==> config.mk <==
export PLATFORM = sky130hd
export DESIGN_NAME = din3_telegram
export DESIGN_NICKNAME = d
export VERILOG_FILES = /design/src/inc/din3_pkg.sv /design/src/inc/chan_if.sv /design/src/design/chan_cond.sv /design/src/design/din3_telegram.sv
export SDC_FILE = /design/constraint.sdc
export NUM_CORES = 1
export LEC_CHECK = 0
export BUFFER_PORTS_ARGS = -buffer_cell sky130_fd_sc_hd__buf_2
export CAP_MARGIN = 0
export CELL_PAD_IN_SITES_DETAIL_PLACEMENT = 0
export CELL_PAD_IN_SITES_GLOBAL_PLACEMENT = 2
export CORE_ASPECT_RATIO = 0.6
export CORE_MARGIN = 8
export CORE_UTILIZATION = 35
export CTS_BUF_LIST = sky130_fd_sc_hd__clkbuf_4 sky130_fd_sc_hd__clkbuf_8 sky130_fd_sc_hd__clkbuf_16
export DETAILED_ROUTE_END_ITERATION = 6
export PLACE_DENSITY_LB_ADDON = 0.15
export SETUP_SLACK_MARGIN = 0.5
export SYNTH_ARGS = -nofsm -noshare
export SYNTH_HDL_FRONTEND = slang
export SYNTH_SLANG_ARGS = --single-unit
==> constraint.sdc <==
create_clock -name pclk -period 2.2 [get_ports pclk]
set_input_delay 0 -clock pclk [delete_from_list [all_inputs] [get_ports pclk]]
set_output_delay 0 -clock pclk [all_outputs]
set_load 0.03 [all_outputs]
==> src/inc/din3_pkg.sv <==
package din3_pkg;

    // Clock and timing
    localparam int  CLK_HZ          = 20_000_000;
    localparam real TELE_PERIOD_MS  = 6.5;
    localparam int  TELE_PERIOD_CYC = int'(TELE_PERIOD_MS * CLK_HZ / 1000.0);
    localparam real DLY_TICK_MS     = 1.0;
    localparam int  DLY_TICK_CYC    = int'(DLY_TICK_MS * CLK_HZ / 1000.0);
    localparam int  PER_W           = 18;
    localparam int  TICK_W          = 15;
    localparam int  NCH             = 3;

    // Register offsets
    localparam logic [7:0] OFS_CTRL   = 8'h00;
    localparam logic [7:0] OFS_LFD_EN = 8'h04;
    localparam logic [7:0] OFS_OFFDLY = 8'h08;
    localparam logic [7:0] OFS_INSTAT = 8'h0c;
    localparam logic [7:0] OFS_ISTAT  = 8'h10;
    localparam logic [7:0] OFS_IMASK  = 8'h14;

    // Field positions
    localparam int CTRL_WORD_BIT = 8;
    localparam int CTRL_EN_BIT   = 9;
    localparam int ST_BIT_OFS    = 0;
    localparam int LF_BIT_OFS    = 1;

    // Reset values
    localparam logic [7:0]  CODE_RST = 8'h10;
    localparam logic [2:0]  LFD_RST  = 3'h7;
    localparam logic [23:0] DLY_RST  = 24'h000000;
    localparam logic [3:0]  MASK_RST = 4'h0;

    // Configuration codes
    localparam logic [7:0] CODE_STD          = 8'h10;
    localparam logic [7:0] CODE_SMALL_IO_CFG = 8'h31;
    localparam logic [7:0] CODE_MED_IO_CFG   = 8'h33;
    localparam logic [7:0] CODE_LARGE_IO_CFG = 8'h37;

    // Event bits
    localparam int EV_W     = 4;
    localparam int EV_SENT  = 0;
    localparam int EV_FAULT = 1;
    localparam int EV_OVR   = 2;
    localparam int EV_OLEN  = 3;

    typedef enum logic [1:0] {ST_IDLE = 2'b01, ST_SEND = 2'b10} tx_state_t;

    // Input telegram length in bytes, zero for an unknown code
    function automatic logic [3:0] in_len(input logic [7:0] code);
        case (code)
            CODE_STD:          in_len = 4'h1;
            CODE_SMALL_IO_CFG: in_len = 4'h2;
            CODE_MED_IO_CFG:   in_len = 4'h4;
            CODE_LARGE_IO_CFG: in_len = 4'h8;
            default:           in_len = 4'h0;
        endcase
    endfunction : in_len

    // Output telegram length in bytes
    function automatic logic [3:0] out_len(input logic [7:0] code);
        case (code)
            CODE_SMALL_IO_CFG: out_len = 4'h2;
            CODE_MED_IO_CFG:   out_len = 4'h4;
            CODE_LARGE_IO_CFG: out_len = 4'h8;
            default:           out_len = 4'h0;
        endcase
    endfunction : out_len

endpackage : din3_pkg

==> src/inc/chan_if.sv <==
`timescale 1ns/1ps
interface chan_if;
    logic       level;
    logic       brk;
    logic       shrt;
    logic       lfd_en;
    logic       tick;
    logic [7:0] dly;
    logic       state;
    logic       fault;

    modport top  (output level, brk, shrt, lfd_en, tick, dly, input state, fault);
    modport chan (input level, brk, shrt, lfd_en, tick, dly, output state, fault);
endinterface : chan_if

==> src/design/chan_cond.sv <==
`timescale 1ns/1ps
module chan_cond
    import din3_pkg::*;
(
    // Clock and reset
    input  wire logic pclk,
    input  wire logic presetn,
    // Channel link
    chan_if.chan      ch
);

    typedef struct packed {
        logic [7:0] hold_cnt;
        logic       state;
        logic       fault;
    } chan_st_t;

    chan_st_t st_r;
    chan_st_t st_nxt;

    // Off delay and line fault qualification
    always_comb
    begin
        st_nxt = st_r;
        if (ch.level)
        begin
            st_nxt.hold_cnt = ch.dly;
        end
        else if (ch.tick && st_r.hold_cnt != 8'h00)
        begin
            st_nxt.hold_cnt = st_r.hold_cnt - 8'h01;
        end
        st_nxt.state = ch.level | (st_r.hold_cnt != 8'h00);
        st_nxt.fault = ch.lfd_en & (ch.brk | ch.shrt);
    end

    // State register
    always_ff @(posedge pclk or negedge presetn)
    begin
        if (!presetn)
            st_r <= '0;
        else
            st_r <= st_nxt;
    end

    assign ch.state = st_r.state;
    assign ch.fault = st_r.fault;
endmodule : chan_cond

==> src/design/din3_telegram.sv <==
// Functional notes
// - Three independent input channels each give a status bit and a line fault bit.
// - Byte one holds status and fault of channels 1..3 in bit pairs 0/1, 2/3, 4/5, bits 6..7 empty.
// - Telegram length follows the code: 1 byte standard, 2, 4 or 8 bytes for the larger configurations.
// - Output telegram is 0, 2, 4 or 8 bytes by code and its contents are ignored.
// - The snapshot of inputs is sent to the communication unit every 6.5 ms.
// - Inputs up to 50 Hz are sampled without loss; visibility depends on the polling master.
// - Each input has a programmable off delay that stretches a falling input.
// - Lead breakage and short circuit are flagged in the channel's fault bit.
// - Line fault detection can be switched off per channel.
// - In word mode the high byte of each 16-bit word goes first, else bytes go in ascending order.
//
// Our own choices: the placing of the registers and register access over APB.
`timescale 1ns/1ps
module din3_telegram
    import din3_pkg::*;
#(
    parameter int PERIOD_CYC = TELE_PERIOD_CYC,
    parameter int MS_CYC     = DLY_TICK_CYC
)
(
    // Clock and reset
    input  wire logic        pclk,
    input  wire logic        presetn,
    // APB slave
    input  wire logic        psel,
    input  wire logic        penable,
    input  wire logic        pwrite,
    input  wire logic [7:0]  paddr,
    input  wire logic [31:0] pwdata,
    output logic      [31:0] prdata,
    output logic             pready,
    output logic             pslverr,
    // Interrupt
    output logic             irq,
    // Field input pins
    input  wire logic [2:0]  din,
    input  wire logic [2:0]  lead_brk,
    input  wire logic [2:0]  short_det,
    // Input telegram stream
    output logic             tx_valid,
    input  wire logic        tx_ready,
    output logic      [7:0]  tx_data,
    output logic             tx_first,
    output logic             tx_last,
    // Output telegram stream
    input  wire logic        rx_valid,
    input  wire logic        rx_last
);

    typedef struct packed {
        logic [8:0]        sync1;
        logic [8:0]        sync2;
        logic [7:0]        code;
        logic              word;
        logic              en;
        logic [2:0]        lfd;
        logic [23:0]       dly;
        logic [EV_W-1:0]   stat;
        logic [EV_W-1:0]   mask;
        logic              pready;
        logic              pslverr;
        logic [31:0]       prdata;
        logic              irq;
        logic [PER_W-1:0]  per_cnt;
        logic              fire;
        logic [TICK_W-1:0] tick_cnt;
        logic              tick;
        tx_state_t         state;
        logic [7:0]        snap;
        logic              wsnap;
        logic [3:0]        len;
        logic [3:0]        idx;
        logic              tx_valid;
        logic [7:0]        tx_data;
        logic              tx_first;
        logic              tx_last;
        logic [3:0]        rx_cnt;
        logic [2:0]        prev_fault;
    } top_st_t;

    top_st_t    st_r;
    top_st_t    st_nxt;
    logic [2:0] ch_state;
    logic [2:0] ch_fault;
    logic [7:0] cur_byte;

    // Byte at send position; word mode swaps each byte pair
    function automatic logic [7:0] tele_byte(input logic [7:0] b1, input logic [3:0] idx,
                                             input logic word, input logic [3:0] len);
        logic [3:0] pos;
        pos = (word && len > 4'h1) ? (idx ^ 4'h1) : idx;
        tele_byte = (pos == 4'h0) ? b1 : 8'h00;
    endfunction : tele_byte

    // Per-channel conditioning
    for (genvar i = 0; i < NCH; i++)
    begin : g_ch
        chan_if cif();
        assign cif.level  = st_r.sync2[i];
        assign cif.brk    = st_r.sync2[3+i];
        assign cif.shrt   = st_r.sync2[6+i];
        assign cif.lfd_en = st_r.lfd[i];
        assign cif.tick   = st_r.tick;
        assign cif.dly    = st_r.dly[8*i +: 8];
        assign ch_state[i] = cif.state;
        assign ch_fault[i] = cif.fault;
        chan_cond u_chan (
            .pclk    (pclk),
            .presetn (presetn),
            .ch      (cif.chan)
        );
    end

    // Byte one from channel pairs, top bits empty
    always_comb
    begin
        cur_byte = 8'h00;
        for (int i = 0; i < NCH; i++)
        begin
            cur_byte[2*i+ST_BIT_OFS] = ch_state[i];
            cur_byte[2*i+LF_BIT_OFS] = ch_fault[i];
        end
    end

    // Next state of the whole block
    always_comb
    begin
        logic [EV_W-1:0] ev;
        logic            done;
        logic            rd_stat;
        logic            hit;
        logic [31:0]     rdata;
        ev      = '0;
        done    = 1'b0;
        rd_stat = 1'b0;
        hit     = 1'b1;
        rdata   = 32'h00000000;
        st_nxt  = st_r;
        // Two-stage pin synchronisers
        st_nxt.sync1 = {short_det, lead_brk, din};
        st_nxt.sync2 = st_r.sync1;
        // Millisecond tick for the off delays
        st_nxt.tick = (st_r.tick_cnt == TICK_W'(MS_CYC - 1));
        st_nxt.tick_cnt = st_nxt.tick ? '0 : st_r.tick_cnt + 1'b1;
        // Telegram period
        st_nxt.fire = (st_r.per_cnt == PER_W'(PERIOD_CYC - 1));
        st_nxt.per_cnt = st_nxt.fire ? '0 : st_r.per_cnt + 1'b1;
        // Byte stream to the communication unit
        case (st_r.state)
            ST_IDLE:
            begin
                st_nxt.tx_valid = 1'b0;
            end
            ST_SEND:
            begin
                if (st_r.tx_valid && tx_ready)
                begin
                    if (st_r.tx_last)
                    begin
                        done            = 1'b1;
                        st_nxt.tx_valid = 1'b0;
                        st_nxt.tx_first = 1'b0;
                        st_nxt.tx_last  = 1'b0;
                        st_nxt.tx_data  = 8'h00;
                        st_nxt.state    = ST_IDLE;
                        ev[EV_SENT]     = 1'b1;
                    end
                    else
                    begin
                        st_nxt.idx      = st_r.idx + 4'h1;
                        st_nxt.tx_first = 1'b0;
                        st_nxt.tx_last  = (st_nxt.idx == st_r.len - 4'h1);
                        st_nxt.tx_data  = tele_byte(st_r.snap, st_nxt.idx, st_r.wsnap, st_r.len);
                    end
                end
            end
            default:
            begin
                st_nxt.state    = ST_IDLE;
                st_nxt.tx_valid = 1'b0;
            end
        endcase
        // Period start snapshots the inputs
        if (st_r.fire && st_r.en && in_len(st_r.code) != 4'h0)
        begin
            if (st_nxt.state == ST_SEND)
            begin
                ev[EV_OVR] = 1'b1;
            end
            else
            begin
                st_nxt.snap     = cur_byte;
                st_nxt.wsnap    = st_r.word;
                st_nxt.len      = in_len(st_r.code);
                st_nxt.idx      = 4'h0;
                st_nxt.tx_valid = 1'b1;
                st_nxt.tx_first = 1'b1;
                st_nxt.tx_last  = (st_nxt.len == 4'h1);
                st_nxt.tx_data  = tele_byte(cur_byte, 4'h0, st_r.word, st_nxt.len);
                st_nxt.state    = ST_SEND;
            end
        end
        // Output telegram length check, contents dropped
        if (rx_valid)
        begin
            if (rx_last)
            begin
                ev[EV_OLEN]   = (st_r.rx_cnt + 4'h1 != out_len(st_r.code));
                st_nxt.rx_cnt = 4'h0;
            end
            else if (st_r.rx_cnt != 4'hf)
            begin
                st_nxt.rx_cnt = st_r.rx_cnt + 4'h1;
            end
        end
        // Rising line faults
        ev[EV_FAULT] = |(ch_fault & ~st_r.prev_fault);
        st_nxt.prev_fault = ch_fault;
        // APB access phase, one wait state
        st_nxt.pready = 1'b0;
        if (psel && penable && !st_r.pready)
        begin
            case (paddr)
                OFS_CTRL:   rdata = {22'h0, st_r.en, st_r.word, st_r.code};
                OFS_LFD_EN: rdata = {29'h0, st_r.lfd};
                OFS_OFFDLY: rdata = {8'h00, st_r.dly};
                OFS_INSTAT: rdata = {24'h0, cur_byte};
                OFS_ISTAT:  rdata = {28'h0, st_r.stat};
                OFS_IMASK:  rdata = {28'h0, st_r.mask};
                default:    hit   = 1'b0;
            endcase
            st_nxt.pready  = 1'b1;
            st_nxt.pslverr = !hit;
            st_nxt.prdata  = pwrite ? 32'h00000000 : rdata;
            rd_stat        = !pwrite && paddr == OFS_ISTAT;
        end
        // Writes at the completing edge
        if (psel && penable && st_r.pready && pwrite)
        begin
            case (paddr)
                OFS_CTRL:
                begin
                    st_nxt.code = pwdata[7:0];
                    st_nxt.word = pwdata[CTRL_WORD_BIT];
                    st_nxt.en   = pwdata[CTRL_EN_BIT];
                end
                OFS_LFD_EN: st_nxt.lfd  = pwdata[2:0];
                OFS_OFFDLY: st_nxt.dly  = pwdata[23:0];
                OFS_IMASK:  st_nxt.mask = pwdata[EV_W-1:0];
                default:    st_nxt.code = st_r.code;
            endcase
        end
        // Sticky events, set wins over read clear
        st_nxt.stat = (rd_stat ? '0 : st_r.stat) | ev;
        st_nxt.irq  = |(st_nxt.stat & st_nxt.mask);
        if (done)
        begin
            st_nxt.idx = 4'h0;
        end
    end

    // State register
    always_ff @(posedge pclk or negedge presetn)
    begin
        if (!presetn)
        begin
            st_r       <= '0;
            st_r.code  <= CODE_RST;
            st_r.lfd   <= LFD_RST;
            st_r.dly   <= DLY_RST;
            st_r.mask  <= MASK_RST;
            st_r.state <= ST_IDLE;
        end
        else
        begin
            st_r <= st_nxt;
        end
    end

    // Outputs straight from flip-flops
    assign prdata   = st_r.prdata;
    assign pready   = st_r.pready;
    assign pslverr  = st_r.pslverr;
    assign irq      = st_r.irq;
    assign tx_valid = st_r.tx_valid;
    assign tx_data  = st_r.tx_data;
    assign tx_first = st_r.tx_first;
    assign tx_last  = st_r.tx_last;

    // Period check helper
    logic [PER_W-1:0] gap_q;
    logic             seen_q;
    always_ff @(posedge pclk or negedge presetn)
    begin
        if (!presetn)
        begin
            gap_q  <= '0;
            seen_q <= 1'b0;
        end
        else
        begin
            gap_q  <= st_r.fire ? '0 : gap_q + 1'b1;
            seen_q <= seen_q | st_r.fire;
        end
    end
endmodule : din3_telegram

# Word-level counts from Yosys, hierarchy flattened
# Index checks and enable logic that the tools add are counted.
dict set report totals {
  elab_cells 164
  ff_bits 198
  in_bits 57
}
dict set report op_classes {
  n_bitwise 15
  order_cmp 2
  n_eq_ne 18
  mux 49
  reduce_logical 35
  add_sub_neg 8
}
# op count
set op_table {}
lappend op_table {{$pmux W24 S6} 1}
lappend op_table {{$mux W30} 2}
lappend op_table {{$mux W8} 7}
lappend op_table {{$mux W4} 12}
lappend op_table {{$mux W34} 1}
lappend op_table {{$mux W32} 1}
lappend op_table {{$mux W15} 2}
lappend op_table {{$eq A8 B5 Y1 const B} 3}
lappend op_table {{$eq A8 B6 Y1 const B} 3}
lappend op_table {{$reduce_bool A8 Y1} 3}
lappend op_table {{$sub A8 B1 Y8 const B} 3}
lappend op_table {{$add A18 B1 Y18 const B} 1}
lappend op_table {{$eq A18 B17 Y1 const B} 1}
lappend op_table {{$mux W18} 1}
lappend op_table {{$eq A8 B4 Y1 const B} 2}
lappend op_table {{$pmux W4 S4} 1}
lappend op_table {{$add A15 B1 Y15 const B} 1}
lappend op_table {{$eq A15 B15 Y1 const B} 1}
lappend op_table {{$mux W1} 14}
lappend op_table {{$logic_and A1 B1 Y1} 13}
lappend op_table {{$mux W6} 2}
lappend op_table {{$pmux W4 S3} 1}
lappend op_table {{$mux W10} 1}
lappend op_table {{$reduce_and A2 Y1} 5}
lappend op_table {{27 further kinds} 45}

# Logic depth before layout (Yosys ltp)
# Gate-level depths: netlist of the first run.
dict set report logic_depth {
  depth_word 14
  mapped_depth 10
}

# Modules after synthesis
# Synthesis of the first run repeated with hierarchy kept, for this count alone.
dict set report unflattened {
  hier_cells 803
  area_unflattened_um2 9006.1
}
# module cells_each area_per_inst_um2 n_inst
set by_module_without_submodules {}
lappend by_module_without_submodules {din3_telegram 614 7193.1 1}
lappend by_module_without_submodules {chan_cond 63 604.3 3}

# Worst setup path before layout of the first run
# No wires, ideal clock.
dict set report synth_path {
  path_type {reg2reg}
  from {reg st_r[35] (netlist name)}
  to {reg st_r[26] (netlist name)}
  required_time_ps 2075
  setup_ps 125
  arrival_time_ps 2047
  path_buffers 2
  path_slack_ps 28
  path_stages_with_launch 9
  path_cell_list {dfstp_2 inv_1 ha_1 a21oi_1 nand4_1 nand2b_1 clkbuf_1 clkbuf_1 mux2_2}
}
dict set report synth_between {
  elab_chain_len 6
  word_cells_on_any_way 8
  cone_classes {eq/ne: 3; mux: 3; bitwise: 1; reduce/logical: 1}
}
# item line
set synth_lines {}
lappend synth_lines {{start, declared} din3_telegram.sv:82} ;# top_st_t st_r;
lappend synth_lines {{start signal, assigned} din3_telegram.sv:277} ;# st_r <= st_nxt;
lappend synth_lines {{$mux W2} din3_telegram.sv:159} ;# if (st_r.tx_last)
lappend synth_lines {{$mux W2} din3_telegram.sv:157} ;# if (st_r.tx_valid && tx_ready)
lappend synth_lines {{$pmux W2 S2 *} din3_telegram.sv:150} ;# case (st_r.state)
lappend synth_lines {{$eq A2 B2 Y1 *} din3_telegram.sv:187} ;# if (st_nxt.state == ST_SEND)
lappend synth_lines {{$not A1 Y1 (no source line) *} n/a}
lappend synth_lines {{$reduce_and A2 Y1 (no source line) *} n/a}
# Every way passes the cells marked *; elsewhere a longest branch is shown, timed or not.
# A chain may end at the register's enable or synchronous reset.

==> results of run 1 <==
[flip-flops by register name (all words and copies together) (netlist names), 3 cells and up]
signal,cells
st_r,76
g_ch.cif.dly,24
g_ch.u_chan.st_r,24
prdata,24
st_nxt,9
tx_data,8
g_ch.cif.brk,3
g_ch.cif.level,3
g_ch.cif.lfd_en,3
g_ch.cif.shrt,3
g_ch.u_chan.ch.fault,3
g_ch.u_chan.ch.state,3
[cell type report]
type                            count  area (um^2)  area share (%)
Sequential cell                   190         4770            41.0
Multi-Input combinational cell    505         4120            35.4
Timing Repair Buffer              213         1640            14.1
Clock buffer                       23          495            4.26
Tap cell                          322          403            3.47
Inverter                           25          106           0.915
Clock inverter                      9         85.1           0.732
Timing Repair inverter              1         11.3          0.0969
[where the power goes]
group	internal, mW	leakage (nW)	switching, mW
Sequential	3.55	2.50	0.0577
Clock	1.70	0.282	1.35
Combinational	0.249	2.70	0.285
[routing by layer]
metal  vias to the layer above  track usage (%)  routed length, um
li1                       3030                -                  -
met3                        17             3.42                926
met4                         0             4.96                316
met1                      3170             24.3              12600
met2                       106             21.2               9770
met5                         -                0                  0
[worst reg2reg max path: cells and delay by family, from the launching register on]
kind	cells	cell delay [ns]
muxes	1	0.32
AOI/OAI and AO/OA	2	0.43
DFF	1	0.36
and+or+nand+nor	2	0.78
[cell usage in the layout, fill, tap and decap left out, drive strengths merged, types with 26 or more instances in the layout]
cell | Yosys | layout
nor2 | 52 | 52
dlygate4sd3 | 0 | 41
mux2 | 51 | 51
xor2 | 29 | 29
buf | 47 | 169
a21oi | 27 | 27
nand2 | 72 | 72
inv | 25 | 26
o21ai | 40 | 40
xnor2 | 27 | 27
dfrtp | 185 | 185
[timing repair]
| action | 4_1_cts | 5_1_grt |
|---|---|---|
| hold buffers | 42 | 0 |
| cloned | 2 | 2 |
| hold endpoints to repair | 117 | 0 |
| resized for setup | 48 | 87 |
| endpoints found under the setup margin | 109 | 129 |
| setup buffers | 38 | 18 |
| pin swaps | 23 | 39 |
[logic make-up after synthesis]
group                      after synthesis
adders and majority gates               15
AOI/OAI and AO/OA                      127
DFF                                    190
buffers and inverters                   88
and+or+nand+nor                        234
xor gates and xnor gates                56
other                                    1
muxes                                   63
[stage by stage]
stage	instances	util (%)	power, mW
floorplan	781	-	3.85
global placement	1154	39.6	4.04
detailed placement	1154	39.6	4.06
CTS	1268	45.6	7.28
global route	1288	47.7	7.50
finish	1288	47.7	7.20
[path summary, 6_finish.rpt]
path	from	end	slack [ns]	cells after the start
min	paddr[1]	prdata[5]	0.03	4
max reg2reg	pready	irq	0.20	5
max in group asynchronous	presetn	g_ch[0].cif.lfd_en	1.35	3
min in group asynchronous	presetn	st_r[62]	0.11	2
min reg2reg	st_nxt[153]	g_ch[1].cif.level	0.35	0
max	pready	irq	0.20	5
==> results.toml, run 1 <==
[outcome]
status = "finished, final reports clean"

[power_and_ir_drop]
p_per_area_nw_per_um2 = 619
p_leak_nw = 5.49
vdd_drop_max_v = 0.000471

[setup_path]
cp.required_ns = 2.53
cp_cell_sequence = "nand4_1 > or3_4 > mux2_4 > a2bb2o_4 > a211o_1"
worst_setup_path_start_kind = "register"
cp-end-kind = "register"
critical-path-max-stage-delay_ns = 0.51
crit_buf_inv = 0
cp_max_fo = 4
critPathKind = "register to register"
arrival_ns = 2.33
slowest_stage = "or3_4"
crit_family = "simple AND/OR/NAND/NOR gates"

[timing]
fmax_mhz = 501
slew_headroom_pct = 54.5
tightest_slew_ns = 0.683
finalSetupViolCount = 0
finalMaxSlewViolations = 0
holdWs_ns = 0.0331
hold_violations = 0
final.setup_skew_ns = 0.00776
finalCriticalPeriod_ns = 2.00
rsz0062_at_grt = "yes"
post-route-period-util_pct = 90.7
setup_ws_ns = 0.205
fin_tns_setup_ns = 0

[logic_synthesis]
synth_top_family_by_area = "simple AND/OR/NAND/NOR gates"
yosys.area.top_type = "dfrtp_1"
yosys-top-cells-area = "dfrtp_1 (53%), mux2_4 (3.8%), buf_4 (3.5%)"
yosysMostFrequentCell = "dfrtp_1"
seq_area_frac_synth_pct = 54.4
synth_fa_ha_area_share_pct = 2.14
synth.top_cells.by_count = "dfrtp_1 (185), nand2_1 (72), nor2_1 (51), buf_4 (41), o21ai_0 (35)"
synthMuxAreaShare_pct = 8.88
yosys_warnings = 0
synth_xor_area_share_pct = 5.60
syn_inst = 774
synth-edff-count = 0
async_flop_share_pct = 100
synth_top_area_share_pct = 52.9
synth_ff_type = "dfrtp_1"
syn_area_per_cell_um2 = 11.3
synth.distinct_cells = 69
synthSimpleGateAreaFrac_pct = 13.4
synth_compound_area_share_pct = 9.64
netlist_area_um2 = 8750
synth-seq-cells = 190

[clocking]
root_buffer = "clkbuf_16"
clk_pin_slew_ns = 0.07
htree_levels = 4
cts_sinks = 190
cts_buffers = 17
worstSkewPairLatency_ns = 0.45
clockBufferDepth = 2
cts_tree = "built"

[detailed_routing]
drt_first_pass_iters = 5
drtIter0Drc = 448
vias = 6323
drc = 0
avgRoutedWirePerCell_um = 18.4
viasPerCell = 4.91
ant_nets = 0
routed_wl_um = 23600

[place]
dpl-instance-area_um2 = 9650
routabilityCongestion = 0.796
dp_hpwl_um = 16800
dpl_worst_slack_ns = 0.0542
portBuffers = 86

[grt]
grt_max_degree = 60
grt_pass1_wl_um = 37100
grt_pass1_vias = 6454
antenna_found_initial = 0
grt_usage_pct = 15.7
grt_overflow = 0

[floorplanning]
die_w_um = 220
initial_core_util_pct = 35.9
num_rows = 44
chipHeight_um = 138
core_area_um2 = 24400
dieArea_um2 = 30500
pin_count = 103

[final_layout]
area_delta_synth_final_pct = 32.8
final_area_um2 = 11600
antenna_cells = 0
final_nets = 1025
fill_cells = 2228
drive_gt1_share_pct = 38.8

[flow_run]
drv_cap = 0

[worst_hold_path]
hold_path_class = "input pin to register"
Power figures use the tool's default switching activity.
==> run 2, diff against run 1 <==
ABC_AREA = 1   (was default)
CORE_UTILIZATION = 32   (was 35)
==> run 2 against run 1 <==
Synthesized area grew 5.9%. Clock power grew 15%. Combinational power grew 44%. Critical path type unchanged. First-iteration DRC count grew 4.2%. Final cell count grew 24%.
==> results.toml, run 2 <==
[detailed_routing]
ant_nets = 0
routed_wl_um = 24900
drt_first_pass_iters = 5
drc = 0
drtIter0Drc = 467
avgRoutedWirePerCell_um = 15.6
viasPerCell = 4.59
vias = 7328

[setup_path]
arrival_ns = 2.13
critPathKind = "register to register"
cp_max_fo = 4
reg2reg_depth = 12
worst_setup_path_start_kind = "register"
reg2reg_from = "st_r[35]"
cp-end-kind = "register"
cp.required_ns = 2.53
crit_start = "st_r[35]"
rrSetupSlack_ns = 0.40
r2r_end = "st_r[31]"

[final_layout]
fill_cells = 2886
multiInputGateArea_um2 = 3950
area_delta_synth_final_pct = 26.0
final_nets = 1282
mostFrequentLayoutCell = "nand2_1"
layout_common_cells = "nand2_1 (224), dfrtp_1 (182), inv_1 (121), buf_2 (85), o21ai_0 (76)"
largest_register_ffs = 76
ff_latch_area_um2 = 4760
top_register = "st_r"
antenna_cells = 0
drive_gt1_share_pct = 23.8

[timing]
holdWs_ns = 0.0670
slew_headroom_pct = 62.0
post-route-period-util_pct = 81.9
finalCriticalPeriod_ns = 1.80
rsz0062_at_grt = "yes"
finalMaxSlewViolations = 0
finalSetupViolCount = 0
fmax_mhz = 555
tightest_slew_ns = 0.569
final.setup_skew_ns = 0.00982
hold_violations = 0
fin_tns_setup_ns = 0

[worst_hold_path]
hp-start = "psel"
holdPathEnd = "prdata[5]"
holdPathStages = 5
hold_path_class = "input pin to register"

[flow_run]
drv_cap = 0

[floorplanning]
chipHeight_um = 148
core_area_um2 = 28600
initial_core_util_pct = 32.4
dieArea_um2 = 34900
pin_count = 103
die_w_um = 236
num_rows = 48

[place]
routabilityCongestion = 0.797
portBuffers = 86
dp_hpwl_um = 18000

[grt]
grt-busiest-layer = "met1"
grt_pass1_wl_um = 40300
antenna_found_initial = 0
met2_usage_pct = 19.9
grt_overflow = 0
grt_usage_pct = 14.6
grt_pass1_vias = 7203
grt_max_degree = 67
gr-usage-met3_pct = 3.77
grtUsageMet1_pct = 22.5

[power_and_ir_drop]
p_leak_nw = 5.82
p_per_area_nw_per_um2 = 681
vdd_drop_max_v = 0.000445

[logic_synthesis]
netlist_area_um2 = 9270
yosys-top-cells-area = "dfrtp_1 (50%), nand2_1 (10%), inv_1 (5.2%)"
synth_ff_type = "dfrtp_1"
seq_area_frac_synth_pct = 51.4
synth.distinct_cells = 46
yosys.area.top_type = "dfrtp_1"
synth-seq-cells = 190
syn_inst = 1075
yosys_warnings = 0
synth_top_area_share_pct = 49.9
synth-edff-count = 0
syn_area_per_cell_um2 = 8.62
synth.top_cells.by_count = "nand2_1 (251), dfrtp_1 (185), inv_1 (128), o21ai_0 (93), nor2_1 (75)"
async_flop_share_pct = 100
yosysMostFrequentCell = "nand2_1"

[clocking]
clk_pin_slew_ns = 0.07
cts_buffers = 17
cts_sinks = 190
cts_tree = "built"
root_buffer = "clkbuf_16"
worstSkewPairLatency_ns = 0.44
htree_levels = 4
clockBufferDepth = 2

[outcome]
status = "finished, final reports clean"
==> run 2: cell types whose count changed in the layout (fill, tap and decap cells not counted), sizes merged, moves of 12 or more <==
cell,previous run,this run
nand2,72,255
inv,26,138
o21ai,40,107
mux2,51,7
buf,169,129
nand3,25,61
nor2,52,86
xnor2,27,6
a22o,14,1
a32o,1,14
mux2i,12,0
==> run 2: critical path, cell delays in order (launching register included) <==
cell	delay, ns
dfstp_2	0.55
inv_2	0.05
ha_4	0.26
nor2_2	0.03
nand2_1	0.07
inv_2	0.04
nand2_4	0.07
nor2_4	0.04
nand3b_4	0.20
buf_12	0.16
buf_6	0.12
nand2_1	0.04
o21ai_1	0.06
==> run 2: power breakdown <==
group	switching, mW	internal, mW	total [mW]
sequential	0.0750	3.60	3.67
combinational	0.477	0.288	0.765
clock	1.45	2.07	3.52
total	2.00	5.96	7.96
==> run 2: timing repair <==
action | CTS | global route
endpoints found under the setup margin | 53 | 74
gates resized for setup | 31 | 100
buffers inserted | 10 | 10
hold buffers | 39 | 0
endpoints found under the hold margin | 124 | 0
gates cloned | 3 | 2
pin swaps | 6 | 23
==> run 2: kinds of logic (layout without fill, tap and decap cells) <==
kind of cell | Yosys count | in the layout | share of synthesized area [%]
simple gates | 453 | 453 | 21.6
buf+inv | 200 | 340 | 10.1
flops | 190 | 190 | 51.4
compound gates | 181 | 182 | 11.2
xor+xnor | 28 | 28 | 2.65
fa+ha+maj | 15 | 15 | 2.02
mux | 7 | 7 | 1.09
other cells | 1 | 8 | 0.0405
==> run 2: routing by layer <==
metal | share of wire [%] | vias up
met2 | 41 | 87
li1 | - | 3715
met5 | 0 | -
met1 | 55 | 3509
met3 | 3.3 | 17
met4 | 0.73 | 0
==> run 2: stage by stage <==
stage	utilization, %	setup slack [ns]	total power, mW	instances	instance area (um^2)
4_1_cts	39.5	0.396	8.01	1586	11300
3_3_place_gp	34.9	0.218	4.40	1502	9990
5_1_grt	40.8	0.297	8.35	1598	11700
2_1_floorplan	-	0.448	4.12	1082	9300
6_report	40.8	0.399	7.96	1598	11700
3_5_place_dp	34.9	0.194	4.39	1502	9990
==> run 2: how the worst max path moves through the flow <==
stage	to	slack (ns)	depth (start not counted)
floorplan	tx_data[2]	0.45	12
global placement	g_ch[2].u_chan.st_r[9]	0.22	9
detailed placement	g_ch[2].u_chan.st_r[9]	0.19	9
CTS	st_r[24]	0.40	11
global route	st_r[25]	0.30	11
finish	st_r[31]	0.40	12
==> run 2: area by class of cell <==
class                   count  area share (%)
multi-input cells         693            33.8
clock buffers              18            3.76
repair buffers            169            10.9
flip-flops and latches    190            40.8
well taps                 375            4.02
inverters                 137            4.62
repair inverters            2           0.129
clock inverters            14            1.96
